File: config.mk
export PLATFORM = sky130hd
export DESIGN_NAME = prl_top
export DESIGN_NICKNAME = d
export VERILOG_FILES = /design/src/core/prl_pkg.sv /design/src/core/prl_gen.sv /design/src/core/prl_top.sv
export VERILOG_INCLUDE_DIRS = /design/src /design/src/core
export SDC_FILE = /design/constraint.sdc
export NUM_CORES = 1
export LEC_CHECK = 0
export ABC_CLOCK_PERIOD_IN_PS = 4059
export BUFFER_PORTS_ARGS = -buffer_cell sky130_fd_sc_hd__buf_2
export CORE_AREA = 4 4 110 112
export CTS_CLUSTER_DIAMETER = 150
export DETAILED_ROUTE_END_ITERATION = 10
export DIE_AREA = 0 0 114 116
export PLACE_DENSITY = 0.75
export SKIP_LAST_GASP = 1
export SLEW_MARGIN = 20
export SYNTH_ARGS = -nofsm -noshare
export SYNTH_HDL_FRONTEND = slang
export SYNTH_SLANG_ARGS = --single-unit
File: constraint.sdc
create_clock -name clk -period 4.06 [get_ports clk]
set_clock_uncertainty 0.05 [all_clocks]
set_input_delay 0.812 -clock clk [delete_from_list [all_inputs] [get_ports clk]]
set_output_delay 0.812 -clock clk [all_outputs]
set_load 0.01 [all_outputs]
File: src/core/prl_consts.svh
// Purpose: constants for the pwm routing and lock block
// Assumes: 16-bit register frames, 50 MHz clock
// Notes:   frame address codes are bits 13..8
`ifndef PRL_CONSTS_SVH
`define PRL_CONSTS_SVH
`define PRL_ADDR_PWM1      6'h05
`define PRL_ADDR_PWM1_HI   4'h1
`define PRL_ADDR_ROUTE     6'h24
`define PRL_ADDR_GSEL      6'h11
`define PRL_ADDR_LOCK      6'h2a
`define PRL_ADDR_CLR       6'h31
`define PRL_ADDR_FPWM      6'h34
`define PRL_LOCK_CODE      3'h6
`define PRL_UNLOCK_CODE    3'h3
`define PRL_LOCK_RST       8'h60
`define PRL_PWM1_RST       10'h000
`define PRL_FPWM_RST       8'h80
`define PRL_DIV_1024       12'd1024
`define PRL_DIV_512        12'd512
`define PRL_DIV_256        12'd256
`define PRL_DIV_128        12'd128
`define PRL_DIV_64         12'd64
`define PRL_DIV_51         12'd51
`endif

File: src/core/prl_pkg.sv
// Purpose: types for the pwm routing and lock block
// Assumes: nothing
// Notes:   frame kinds decoded from bits 15..14
package prl_pkg;
  typedef enum logic [1:0] {
    PRL_FR_IDLE,
    PRL_FR_WRITE,
    PRL_FR_READ,
    PRL_FR_BAD
  } prl_frame_t;
endpackage

File: src/core/prl_gen.sv
// Purpose: one pwm generator with divider, range and duty
// Assumes: tick prescaler from divider code; period of 256 duty steps
// Notes:   code 11 holds output on
`timescale 1ns/10ps
`include "prl_consts.svh"
module prl_gen
  import prl_pkg::*;
(
  // clock and reset
  input  wire logic       clk,
  input  wire logic       rst,
  input  wire logic       ce,
  // settings
  input  wire logic       enable,
  input  wire logic [1:0] divider_sel,
  input  wire logic       range_sel,
  input  wire logic [7:0] duty,
  // output
  output logic            pwm
);
  typedef struct packed {
    logic [11:0] pre;
    logic [7:0]  step;
    logic        out;
  } prl_gen_st_t;
  prl_gen_st_t st, next_st;
  logic [11:0] div;

  // divider per code and range; 51.2 approximated by 51
  always_comb begin
    div = `PRL_DIV_1024;
    unique case (divider_sel)
      2'b00: div = range_sel ? `PRL_DIV_128 : `PRL_DIV_1024;
      2'b01: div = range_sel ? `PRL_DIV_64 : `PRL_DIV_512;
      2'b10: div = range_sel ? `PRL_DIV_51 : `PRL_DIV_256;
      2'b11: div = `PRL_DIV_256;
    endcase
  end

  always_comb begin
    next_st = st;
    if (!enable) begin
      next_st.pre  = 12'h000;
      next_st.step = 8'h00;
      next_st.out  = 1'b0;
    end else begin
      if (st.pre + 12'h001 >= div) begin
        next_st.pre  = 12'h000;
        next_st.step = st.step + 8'h01;
      end else begin
        next_st.pre = st.pre + 12'h001;
      end
      if (divider_sel == 2'b11) begin
        next_st.out = 1'b1;
      end else begin
        // on for duty of 256 steps: 0 off, ff gives 255/256 (see)
        next_st.out = (next_st.step < duty);
      end
    end
  end

  always_ff @(posedge clk) begin
    if (rst) begin
      st <= '0;
    end else if (ce) begin
      st <= next_st;
    end
  end

  assign pwm = st.out;

  full_on_a: assert property (@(posedge clk) disable iff (rst)
    ce && enable && divider_sel == 2'b11 |=> pwm) else $error("code 11 not full on");
  zero_off_a: assert property (@(posedge clk) disable iff (rst)
    ce && enable && duty == 8'h00 && divider_sel != 2'b11 |=> !pwm) else $error("zero duty not off");
  gen_idle_a: assert property (@(posedge clk) disable iff (rst)
    ce && !enable |=> !pwm) else $error("disabled generator active");
  max_on_a: assert property (@(posedge clk) disable iff (rst)
    ce && enable && duty == 8'hff && divider_sel != 2'b11 && next_st.step != 8'hff |=> pwm)
    else $error("max duty not on");
  div_len_a: assert property (@(posedge clk) disable iff (rst)
    ce && enable |=> st.pre < $past(div)) else $error("prescaler past divider");
endmodule

File: src/core/prl_top.sv
// Purpose: pwm generator 1 setup, output routing and register lock
// Assumes: frames arrive whole as 16-bit words with a one-cycle strobe
// Notes:   read data stands until the next read
// Operation
// Divider code picks clock divide 1024, 512 or 256, high range 128, 64, 51.2; the code divides by 51 for 51.2.
// Divider code 11 holds generator output on at full duty.
// Duty zero keeps generator output off.
// Duty all ones gives 255 of 256 steps on.
// Route-enable bit per output hands it to a pwm generator; reset cleared.
// Generator-select bit per output: zero picks generator 0, one picks generator 1.
// Host must set route-enable too; select alone does not drive the output.
// Lock code 110 locks; then only lock field and clear bits accept writes.
// When unlocked, other lock codes do not lock.
// Unlock code 011 unlocks; other codes keep lock while locked.
// Overtemperature warning is read-only bit 2, reset zero.
// Bits 4 and 3 of the lock register are reserved, read-only.
// Bit 0 selects slew: zero slow rate, one fast rate.
// Range bit picks low or high base frequency set.
// Generator runs only while its enable bit is one.
// Writing one to an error-latch clear bit clears that output's latch.
// Frame: 10 in bits 15..14 writes, 01 reads, bits 13..8 address.
// Lock field resets to 011, registers start unlocked.
// Active time per period is duty over 256.
`timescale 1ns/10ps
`include "prl_consts.svh"
module prl_top
  import prl_pkg::*;
#(
  parameter int NOUT = 8
) (
  // clock and reset
  input  wire logic            clk,
  input  wire logic            rst,
  input  wire logic            ce,
  // register frame port
  input  wire logic            frame_valid,
  input  wire logic [15:0]     frame_data,
  output logic [15:0]          read_data,
  output logic                 read_valid,
  // status in
  input  wire logic            overtemp_event,
  input  wire logic            gen0_pwm,
  // outputs
  output logic [NOUT-1:0]      output_pwm_active,
  output logic [NOUT-1:0]      output_pwm_level,
  output logic [NOUT-1:0]      error_latch_clear,
  output logic                 slew_select,
  output logic                 gen1_pwm
);
  typedef struct packed {
    logic [1:0]      gen1_divider_sel;
    logic [7:0]      gen1_duty;
    logic            gen1_range_sel;
    logic            gen1_enable;
    logic [NOUT-1:0] output_route_enable;
    logic [NOUT-1:0] output_generator_sel;
    logic [2:0]      lock;
    logic            locked;
    logic            overtemp_warning_flag;
    logic            olmax;
    logic            slew;
    logic [NOUT-1:0] clr;
    logic [NOUT-1:0] act;
    logic [NOUT-1:0] lvl;
    logic [15:0]     rdata;
    logic            rvalid;
  } prl_st_t;
  prl_st_t st, next_st;
  logic gen1_raw;
  prl_frame_t kind;
  logic [5:0] addr;
  logic [7:0] wd;

  function automatic prl_frame_t frame_kind(input logic v, input logic [1:0] k);
    if (!v) return PRL_FR_IDLE;
    if (k == 2'b10) return PRL_FR_WRITE;
    if (k == 2'b01) return PRL_FR_READ;
    return PRL_FR_BAD;
  endfunction

  // pwm1 setup owns address bits 13..10 only; bits 9..8 carry its divider code
  function automatic logic pwm1_hit(input logic [5:0] a);
    return a[5:2] == `PRL_ADDR_PWM1_HI;
  endfunction

  prl_gen #(
  ) u_gen1 (
    .clk         (clk),
    .rst         (rst),
    .ce          (ce),
    .enable      (st.gen1_enable),
    .divider_sel (st.gen1_divider_sel),
    .range_sel   (st.gen1_range_sel),
    .duty        (st.gen1_duty),
    .pwm         (gen1_raw)
  );

  assign kind = frame_kind(frame_valid, frame_data[15:14]);
  assign addr = frame_data[13:8];
  assign wd   = frame_data[7:0];

  always_comb begin
    next_st        = st;
    next_st.clr    = '0;
    next_st.rvalid = 1'b0;
    // warning is sticky; set wins over nothing, read-only to host
    if (overtemp_event) begin
      next_st.overtemp_warning_flag = 1'b1;
    end
    unique case (kind)
      PRL_FR_WRITE: begin
        if (addr == `PRL_ADDR_LOCK) begin
          if (wd[7:5] == `PRL_LOCK_CODE) begin
            next_st.locked = 1'b1;
            next_st.lock   = wd[7:5];
          end else if (wd[7:5] == `PRL_UNLOCK_CODE) begin
            next_st.locked = 1'b0;
            next_st.lock   = wd[7:5];
          end
          if (!st.locked) begin
            next_st.olmax = wd[1];
            next_st.slew  = wd[0];
          end
        end else if (addr == `PRL_ADDR_CLR) begin
          next_st.clr = wd;
        end else if (!st.locked) begin
          if (pwm1_hit(addr)) begin
            next_st.gen1_divider_sel = frame_data[9:8];
            next_st.gen1_duty        = wd;
          end else if (addr == `PRL_ADDR_ROUTE) begin
            next_st.output_route_enable = wd;
          end else if (addr == `PRL_ADDR_GSEL) begin
            next_st.output_generator_sel = wd;
          end else if (addr == `PRL_ADDR_FPWM) begin
            next_st.gen1_range_sel = wd[3];
            next_st.gen1_enable    = wd[1];
          end
        end
      end
      PRL_FR_READ: begin
        next_st.rvalid = 1'b1;
        next_st.rdata  = {2'b01, addr, 8'h00};
        if (pwm1_hit(addr)) begin
          next_st.rdata[9:0] = {st.gen1_divider_sel, st.gen1_duty};
        end else if (addr == `PRL_ADDR_ROUTE) begin
          next_st.rdata[7:0] = st.output_route_enable;
        end else if (addr == `PRL_ADDR_GSEL) begin
          next_st.rdata[7:0] = st.output_generator_sel;
        end else if (addr == `PRL_ADDR_FPWM) begin
          next_st.rdata[7:0] = {4'h8, st.gen1_range_sel, 1'b0, st.gen1_enable, 1'b0};
        end else if (addr == `PRL_ADDR_LOCK) begin
          // reserved bits 4..3 read zero
          next_st.rdata[7:0] = {st.lock, 2'b00, st.overtemp_warning_flag, st.olmax, st.slew};
        end
      end
      PRL_FR_IDLE, PRL_FR_BAD: begin
      end
    endcase
    // output needs route enable; select alone drives nothing
    next_st.act = st.output_route_enable;
    for (int i = 0; i < NOUT; i++) begin
      next_st.lvl[i] = st.output_route_enable[i] &
                       (st.output_generator_sel[i] ? gen1_raw : gen0_pwm);
    end
  end

  always_ff @(posedge clk) begin
    if (rst) begin
      st                      <= '0;
      st.lock                 <= 3'(`PRL_LOCK_RST >> 5);
      st.gen1_divider_sel     <= 2'(`PRL_PWM1_RST >> 8);
    end else if (ce) begin
      st <= next_st;
    end
  end

  assign read_data         = st.rdata;
  assign read_valid        = st.rvalid;
  assign output_pwm_active = st.act;
  assign output_pwm_level  = st.lvl;
  assign error_latch_clear = st.clr;
  assign slew_select       = st.slew;
  // generator output flop already clears while disabled
  assign gen1_pwm          = gen1_raw;

  lock_blocks_a: assert property (@(posedge clk) disable iff (rst)
    ce && st.locked && kind == PRL_FR_WRITE && addr == `PRL_ADDR_ROUTE |=> $stable(st.output_route_enable))
    else $error("locked write changed route");
  no_false_lock_a: assert property (@(posedge clk) disable iff (rst)
    ce && !st.locked && kind == PRL_FR_WRITE && addr == `PRL_ADDR_LOCK && wd[7:5] != `PRL_LOCK_CODE
    |=> !st.locked) else $error("locked by wrong code");
  unlock_code_a: assert property (@(posedge clk) disable iff (rst)
    ce && st.locked && kind == PRL_FR_WRITE && addr == `PRL_ADDR_LOCK |=>
    (st.locked == ($past(wd[7:5]) != `PRL_UNLOCK_CODE))) else $error("unlock mishandled");
  route_gate_a: assert property (@(posedge clk) disable iff (rst)
    ce ##1 1'b1 |-> (output_pwm_level & ~$past(st.output_route_enable)) == '0)
    else $error("unrouted output driven");
  clear_pulse_a: assert property (@(posedge clk) disable iff (rst)
    ce && kind == PRL_FR_WRITE && addr == `PRL_ADDR_CLR |=> error_latch_clear == $past(wd) ##1 (!ce || error_latch_clear == '0))
    else $error("clear not a pulse");
  otw_sticky_a: assert property (@(posedge clk) disable iff (rst)
    ce && overtemp_event |=> st.overtemp_warning_flag) else $error("warning not set");
  rsvd_zero_a: assert property (@(posedge clk) disable iff (rst)
    read_valid && read_data[13:8] == `PRL_ADDR_LOCK |-> read_data[4:3] == 2'b00)
    else $error("reserved bits nonzero");
  unlock_rst_a: assert property (@(posedge clk)
    $past(rst) |-> !st.locked && st.lock == `PRL_UNLOCK_CODE) else $error("not unlocked at reset");
endmodule

==> qor.txt, run 1 <==
Final period util: 0.946
Die ar.: 13200 sq um
pre-CTS worst setup slack: 0.00856 ns
CTS clk-pin slew, worst paths: 0.07 ns
R2R depth: 16
Mapped Avg Cell Area: 8.78 sq um
routability cong.: 0.839
EDFF count, synth: 0
TritonCTS Buffers: 9
Worst Slack Setup Final: 0.218 ns
Yosys warning total: 0
min Tclk post-route: 3.84 ns
CTS tree: built
hold path cells: 2
commonest non-fill, non-tap cell in the layout: dfxtp_1
power per standard cell area: 359 nW/um^2
initial core utilization: 0.442
flops & latches, synth: 96
CP max stage delay: 0.47 ns
CP delay by family, top: compound AO/OA/AOI/OAI gates
Via-to-Cell Ratio: 5.70
Final Max Slew Viols: 0
antenna viol nets, final: 0
worst rel slew slack: 0.565
Remaining DRCs: 0
Post-synth ARST share: 0
final hold violations: 0
CTS Root Cell: clkbuf_16
Max Clock Freq: 260 MHz
wire length per cell: 16.9 microns
count of cell types in the netlist: 55
leakage power: 2.40 nW
Core ar.: 11200 sq um
vias in the first global route: 4078
floorplan row count: 39
Worst Path Buf+Inv: 0
total gr overflow: 0
final setup TNS: 0 ns
critical path peak fanout: 7
# diodes: 0
Synth area leaders: dfxtp_1 (39%), buf_4 (6.4%), mux2i_1 (5.5%)
sequential area share after synthesis: 0.388
Worst setup SP type: flip-flop
Filler Cells Inserted: 1035
Final #Nets: 625
area grow syn2layout: 12.8%
initial antenna violation count: 0
hold slack: 0.403 ns
synthesized netlist net count: 605
P_sw: 459 uW
CTS Sinks: 96
DRT iter0 DRCs: 242
pin count of the biggest net entering global routing: 42
maximum VDD drop: 0.000173 V
Hold Path Class: flip-flop to flip-flop
area share of the largest cell type after synthesis: 0.388
htree depth: 3
Reg power frac: 0.473
Crit path top cell by count: ha_1
Port Buffer Count: 63
Worst setup EP type: flip-flop
# placed instances: 713
buffer depth of the longest clock path: 2
hold endpoint: read_data[10]$_SDFFE_PP0P_
die width: 114 microns
cts hold-fix bufs: 0
layout cells sized above 1: 0.232
GRT Overall Usage: 0.189
Gate Count Post-Synth: 565
status: finished, final reports clean
combinational share of power: 0.053
Clk network pwr share: 0.474
switching part of the total: 0.228
Critical R2R Launch: u_gen1.st[15]$_SDFFE_PP0P_
Top FF cell, synth: dfxtp_1
Worst path slowest cell: dfxtp_1
Pre-antenna DRT Iters: 5
Via Count: 4175
CP cell instances: nand3_1 > nor3_2 > xor2_1 > ha_1 > a21o_1 > a211oi_2 > mux2i_2 > a21oi_4 > nor2_1 > xnor2_1 > ha_1 > a211oi_1 > and3_1 > a22o_2 > nand3b_1 > a221o_1
RR Endpoint: u_gen1.pwm$_SDFFE_PP0P_
Post-Syn Area: 4960 sq um
leading area contributor after synthesis: dfxtp_1
Setup violations, final: 0
WS Path Type: flip-flop to flip-flop
reg2reg setup slack: 0.22 ns
slew of the pin with the lowest slew margin: 0.650 ns
most frequent cells in the layout: dfxtp_1 (90), buf_2 (63), nor2_1 (53), nand2_1 (42), a21oi_1 (36)
Max Cap Viol: 0
WL final: 12400 microns
global-route wire length before repair: 20100 microns
Die H: 116 microns
HP Start: read_data[10]$_SDFFE_PP0P_
CP required: 4.24 ns
dpl hpwl: 8900 microns
non-filler cells, final: 733
Worst EP arrival: 4.02 ns
Int Pwr: 1.55 mW
I/O pin count: 65
worst skew pair latency: 0.35 ns
## worst max-delay path by stage
| stage | depth (start not counted) | slack (ns) | from | endpoint |
|---|---|---|---|---|
| 3_3_place_gp | 17 | 0.20 | u_gen1.st[9]$_SDFFE_PP0P_ | u_gen1.pwm$_SDFFE_PP0P_ |
| 5_1_grt | 16 | -0.06 | u_gen1.st[15]$_SDFFE_PP0P_ | u_gen1.pwm$_SDFFE_PP0P_ |
| 4_1_cts | 19 | 0.04 | u_gen1.st[9]$_SDFFE_PP0P_ | u_gen1.pwm$_SDFFE_PP0P_ |
| 3_5_place_dp | 17 | 0.009 | u_gen1.st[9]$_SDFFE_PP0P_ | u_gen1.pwm$_SDFFE_PP0P_ |
| 2_1_floorplan | 20 | 0.22 | u_gen1.st[11]$_SDFFE_PP0P_ | u_gen1.pwm$_SDFFE_PP0P_ |
| 6_report | 16 | 0.22 | u_gen1.st[15]$_SDFFE_PP0P_ | u_gen1.pwm$_SDFFE_PP0P_ |
## cell usage after synthesis, types with 2 or more instances
cell type	number
nor3b_1	2
o31a_1	4
buf_4	42
and4_1	2
nand3b_1	5
nand4_1	4
mux2_2	10
mux2i_1	27
nand4b_1	2
inv_1	16
a21o_1	5
clkbuf_1	22
a22o_1	16
a211oi_1	7
ha_1	18
or3_1	3
a21oi_1	37
buf_2	3
nor2b_1	6
and3_1	4
nor3_1	12
nor2_1	53
buf_1	2
o21ai_0	8
or2_2	2
o21bai_1	2
xor2_1	7
a221oi_1	8
nand3_1	36
nor4b_1	2
dfxtp_1	96
o21a_1	2
nand2b_1	14
xnor2_1	9
a221o_1	7
a31oi_1	9
and2_1	2
nand2_1	42
## registers in the layout, indices dropped and copies added, names as in the netlist, 8 cells and up
register	count
error_latch_clear	8
next_st	8
output_pwm_active	8
output_pwm_level	8
read_data	15
st	26
u_gen1.st	20
## metrics by stage
step / instance area [sq um] / util / power [mW]
after floorplan: 4960 / - / 1.04
after global placement: 5130 / 0.458 / 1.08
after detailed placement: 5130 / 0.458 / 1.08
after CTS: 5490 / 0.490 / 2.02
after global routing: 5600 / 0.499 / 2.09
final: 5600 / 0.499 / 2.01
## cell families (layout without fill, tap and decap cells)
group,Yosys count,in the layout,share of synthesized area
adder cells (fa/ha/maj),18,18,0.0454
AND/OR/NAND/NOR,197,197,0.202
flip-flops,96,96,0.388
multiplexers,37,37,0.0772
buffers and inverters,86,111,0.0992
AO/OA/AOI/OAI,114,114,0.160
other,1,1,0.000756
XOR/XNOR,16,16,0.0283
## tightest hold or removal path, cell delays in order, from the launching register on
cell,delay [ns]
dfxtp_1,0.31
nand2_1,0.05
a21oi_1,0.05
## area by class of cell
class                      instances  area (sq um)  area share
multi-input combinational        383          2640       0.472
sequential                        96          1940       0.346
timing repair buffer              79           439      0.0785
clock buffer                      10           239      0.0427
tap                              143           179      0.0320
clock inverter                     6          97.6      0.0174
inverter                          16          60.1      0.0107
## metal layers
layer,global-route usage,vias to the layer above,wire length [microns]
met4,0.0586,0,207
met3,0.0418,26,835
met2,0.309,179,5840
met1,0.250,1962,5470
met5,0,-,0
li1,-,2008,-
## power by group through the flow
| stage | registers [mW] | logic, mW | clock network [mW] |
|---|---|---|---|
| finish | 0.951 | 0.106 | 0.953 |
| global route | 0.951 | 0.116 | 1.02 |
| CTS | 0.953 | 0.106 | 0.964 |
| detailed placement | 0.975 | 0.105 | 0 |
| global placement | 0.974 | 0.102 | 0 |
| floorplan | 0.973 | 0.0682 | 0 |
## what timing repair did
| item | 4_1_cts | 5_1_grt |
|---|---|---|
| pin swaps | 0 | 1 |
| resized for setup | 0 | 24 |
| endpoints found under the setup margin | 1 | 1 |
| setup buffers | 3 | 1 |
Note: power is estimated with default switching activity, not from simulation.
==> run 2, diff against run 1 <==
Settings changed: ABC_CLOCK_PERIOD_IN_PS 4059 to 3330.
Clock period 4.06 ns to 3.33 ns, I/O delays scaled along.
==> run 2 against run 1 <==
Effect of this change: the flow now finishes with violations (negative setup slack); critical path depth is 2 higher; final area grew 5.6%; combinational power rose by 25%; global-route usage up 1.5 points; first-iteration DRC count is 43% higher; hold slack better by 0.013 ns; sequential share of layout area decreased by 2.0 points; clock-buffer cell count down 1; core utilization increased by 2.8 points; largest cell class unchanged; largest power group is now registers.
==> qor.txt, run 2 (synthesis results as in run 1) <==
Hold Path Class: flip-flop to flip-flop (unchanged)
CTS clk-pin slew, worst paths: 0.07 ns (about the same)
layout cells sized above 1: 0.290 (was 0.232)
WL final: 13100 microns (was 12400 microns)
CP cell instances: and3_4 > nand3_2 > buf_4 > nor2_2 > xnor2_1 > ha_1 > a211oi_2 > mux2i_1 > buf_4 > buf_4 > a21o_4 > mux2_2 > ha_1 > a211oi_2 > nand3b_1 > a211o_2 > nand3b_1 > a221o_1 (was nand3_1 > nor3_2 > xor2_1 > ha_1 > a21o_1 > a211oi_2 > mux2i_2 > a21oi_4 > nor2_1 > xnor2_1 > ha_1 > a211oi_1 > and3_1 > a22o_2 > nand3b_1 > a221o_1)
die width: 114 microns (unchanged)
final core occ: 0.527 (was 0.499)
final hold violations: 0 (unchanged)
register bank with the most flops: st (unchanged)
final instance area: 5910 sq um (was 5600 sq um)
Final Max Slew Viols: 0 (unchanged)
htree depth: 3 (unchanged)
worst skew pair latency: 0.36 ns (was 0.35 ns)
length of routed wiring on met1: 6020 microns (was 5470 microns)
placed cell areas: 5430 sq um (was 5130 sq um)
DRT iter0 DRCs: 346 (was 242)
reg2reg setup slack: -0.40 ns (was 0.22 ns)
met2 wire length: 6020 microns (was 5840 microns)
Remaining DRCs: 0 (unchanged)
CTS tree: built (unchanged)
commonest non-fill, non-tap cell in the layout: dfxtp_1 (unchanged)
# diodes: 0 (unchanged)
DR top layer: met4 (unchanged)
Die H: 116 microns (unchanged)
Core ar.: 11200 sq um (unchanged)
I/O pin count: 65 (unchanged)
worst rel slew slack: 0.532 (was 0.565)
initial antenna violation count: 0 (unchanged)
dpl hpwl: 9580 microns (was 8900 microns)
HP Start: read_data[14]$_SDFFE_PP0P_ (was read_data[10]$_SDFFE_PP0P_)
Worst EP arrival: 3.99 ns (was 4.02 ns)
CP max stage delay: 0.35 ns (was 0.47 ns)
Via-to-Cell Ratio: 5.58 (was 5.70)
end point of the critical path: u_gen1.pwm$_SDFFE_PP0P_ (unchanged)
area grow syn2layout: 19.2% (was 12.8%)
Final period util: 1.12 (was 0.946)
most frequent cells in the layout: dfxtp_1 (91), buf_2 (63), nor2_1 (50), buf_4 (50), nand2_1 (42) (was dfxtp_1 (90), buf_2 (63), nor2_1 (53), nand2_1 (42), a21oi_1 (36))
RSZ-0062 raised after global routing: true
buffer depth of the longest clock path: 2 (unchanged)
WS Path Type: flip-flop to flip-flop (unchanged)
R2R depth: 18 (was 16)
cts hold-fix bufs: 0 (unchanged)
vias in the first global route: 4111 (was 4078)
met3 WL: 786 microns (was 835 microns)
CTS Sinks: 96 (unchanged)
Worst Setup SP: u_gen1.st[12]$_SDFFE_PP0P_ (was u_gen1.st[15]$_SDFFE_PP0P_)
global-route wire length before repair: 21300 microns (was 20100 microns)
RR Endpoint: u_gen1.pwm$_SDFFE_PP0P_ (unchanged)
max reg flops: 26 (unchanged)
Max Clock Freq: 268 MHz (was 260 MHz)
pin count of the biggest net entering global routing: 57 (was 42)
total gr overflow: 0 (unchanged)
Crit path top cell by count: buf_4 (was ha_1)
Critical R2R Launch: u_gen1.st[12]$_SDFFE_PP0P_ (was u_gen1.st[15]$_SDFFE_PP0P_)
antenna viol nets, final: 0 (unchanged)
min Tclk post-route: 3.73 ns (was 3.84 ns)
Pre-antenna DRT Iters: 5 (unchanged)
Setup violations, final: 1 (was 0)
TritonCTS Buffers: 9 (unchanged)
Max Cap Viol: 0 (unchanged)
CP required: 3.58 ns (was 4.24 ns)
Port Buffer Count: 63 (unchanged)
power per standard cell area: 414 nW/um^2 (was 359 nW/um^2)
floorplan row count: 39 (unchanged)
Die ar.: 13200 sq um (unchanged)
status: finished, violations left (was finished, final reports clean)
routability cong.: 0.858 (was 0.839)
wire length per cell: 17.0 microns (was 16.9 microns)
failing checks: negative setup slack
Tot Pwr: 2.45 mW (was 2.01 mW)
Via Count: 4283 (was 4175)
Final #Nets: 660 (was 625)
leakage power: 2.59 nW (was 2.40 nW)
Worst Slack Setup Final: -0.404 ns (was 0.218 ns)
GRT Overall Usage: 0.204 (was 0.189)
Worst setup SP type: flip-flop (unchanged)
initial core utilization: 0.442 (unchanged)
slew of the pin with the lowest slew margin: 0.700 ns (was 0.650 ns)
Worst setup EP type: flip-flop (unchanged)
CTS Root Cell: clkbuf_16 (unchanged)
critical path peak fanout: 4 (was 7)
Worst path slowest cell: dfxtp_2 (was dfxtp_1)
Filler Cells Inserted: 1024 (was 1035)
maximum VDD drop: 0.000330 V (was 0.000173 V)
==> run 2: changes by cell type in the layout (fill, tap and decap cells not counted), moves of 2 or more <==
cell,change
dfxtp_4,-3
buf_4,+35
dfxtp_2,+2
a21oi_1,-2
nor2_2,+2
nand3_2,-2
nor2_1,-3
ha_1,-2
ha_2,+2
==> run 2: layout make-up <==
type                            instances  area (sq um)  area share
Clock buffer                            9           225      0.0381
Clock inverter                          7           103      0.0174
Inverter                               16          60.1      0.0102
Multi-Input combinational cell        383          2710       0.459
Sequential cell                        96          1930       0.326
Tap cell                              143           179      0.0303
Timing Repair Buffer                  114           702       0.119
==> run 2: per-stage QoR <==
stage	hold slack (ns)	TNS, ns	setup WS [ns]	cells
floorplan	0.373	-0.324	-0.324	565
global placement	0.393	-0.361	-0.361	745
detailed placement	0.401	-0.551	-0.551	745
CTS	0.419	-0.368	-0.368	766
global route	0.438	-0.554	-0.554	768
finish	0.415	-0.404	-0.404	768
==> run 2: worst max-delay path: cells and delay by family, from the launching register on <==
| family | cells | cell delay (ns) |
|---|---|---|
| AOI/OAI and AO/OA | 5 | 1.15 |
| and+or+nand+nor | 5 | 0.61 |
| adders and majority gates | 2 | 0.51 |
| buffers and inverters | 3 | 0.46 |
| muxes | 2 | 0.39 |
| DFF | 1 | 0.35 |
| xor gates and xnor gates | 1 | 0.17 |
==> run 2: per-layer routing <==
layer  vias to the layer above  GRT usage
met5                         -          0
met4                         0     0.0673
met3                        15     0.0512
met2                       144      0.324
met1                      2051      0.273
li1                       2073          -
==> run 2: worst min path at each step <==
stage	endpoint	slack, ns	depth (start not counted)
after detailed placement	read_data[12]$_SDFFE_PP0P_	0.40	2
final	read_data[14]$_SDFFE_PP0P_	0.42	2
after global routing	error_latch_clear[1]$_SDFFE_PP0P_	0.44	1
after global placement	u_gen1.st[20]$_SDFFE_PP0P_	0.39	2
after CTS	read_data[12]$_SDFFE_PP0P_	0.42	2
after floorplan	st[46]$_SDFFE_PP1P_	0.37	2
==> run 2: what timing repair did <==
item | in CTS | in global routing
gates resized for setup | 13 | 11
setup endpoints to repair | 1 | 1
pin swaps | 7 | 17
setup buffers | 5 | 2
cloned | 0 | 0
==> run 2: where the power goes <==
part           leakage, nW  internal, mW  switching (mW)
clock                0.162         0.669           0.485
combinational         1.65        0.0486          0.0837
sequential           0.777          1.16         0.00544
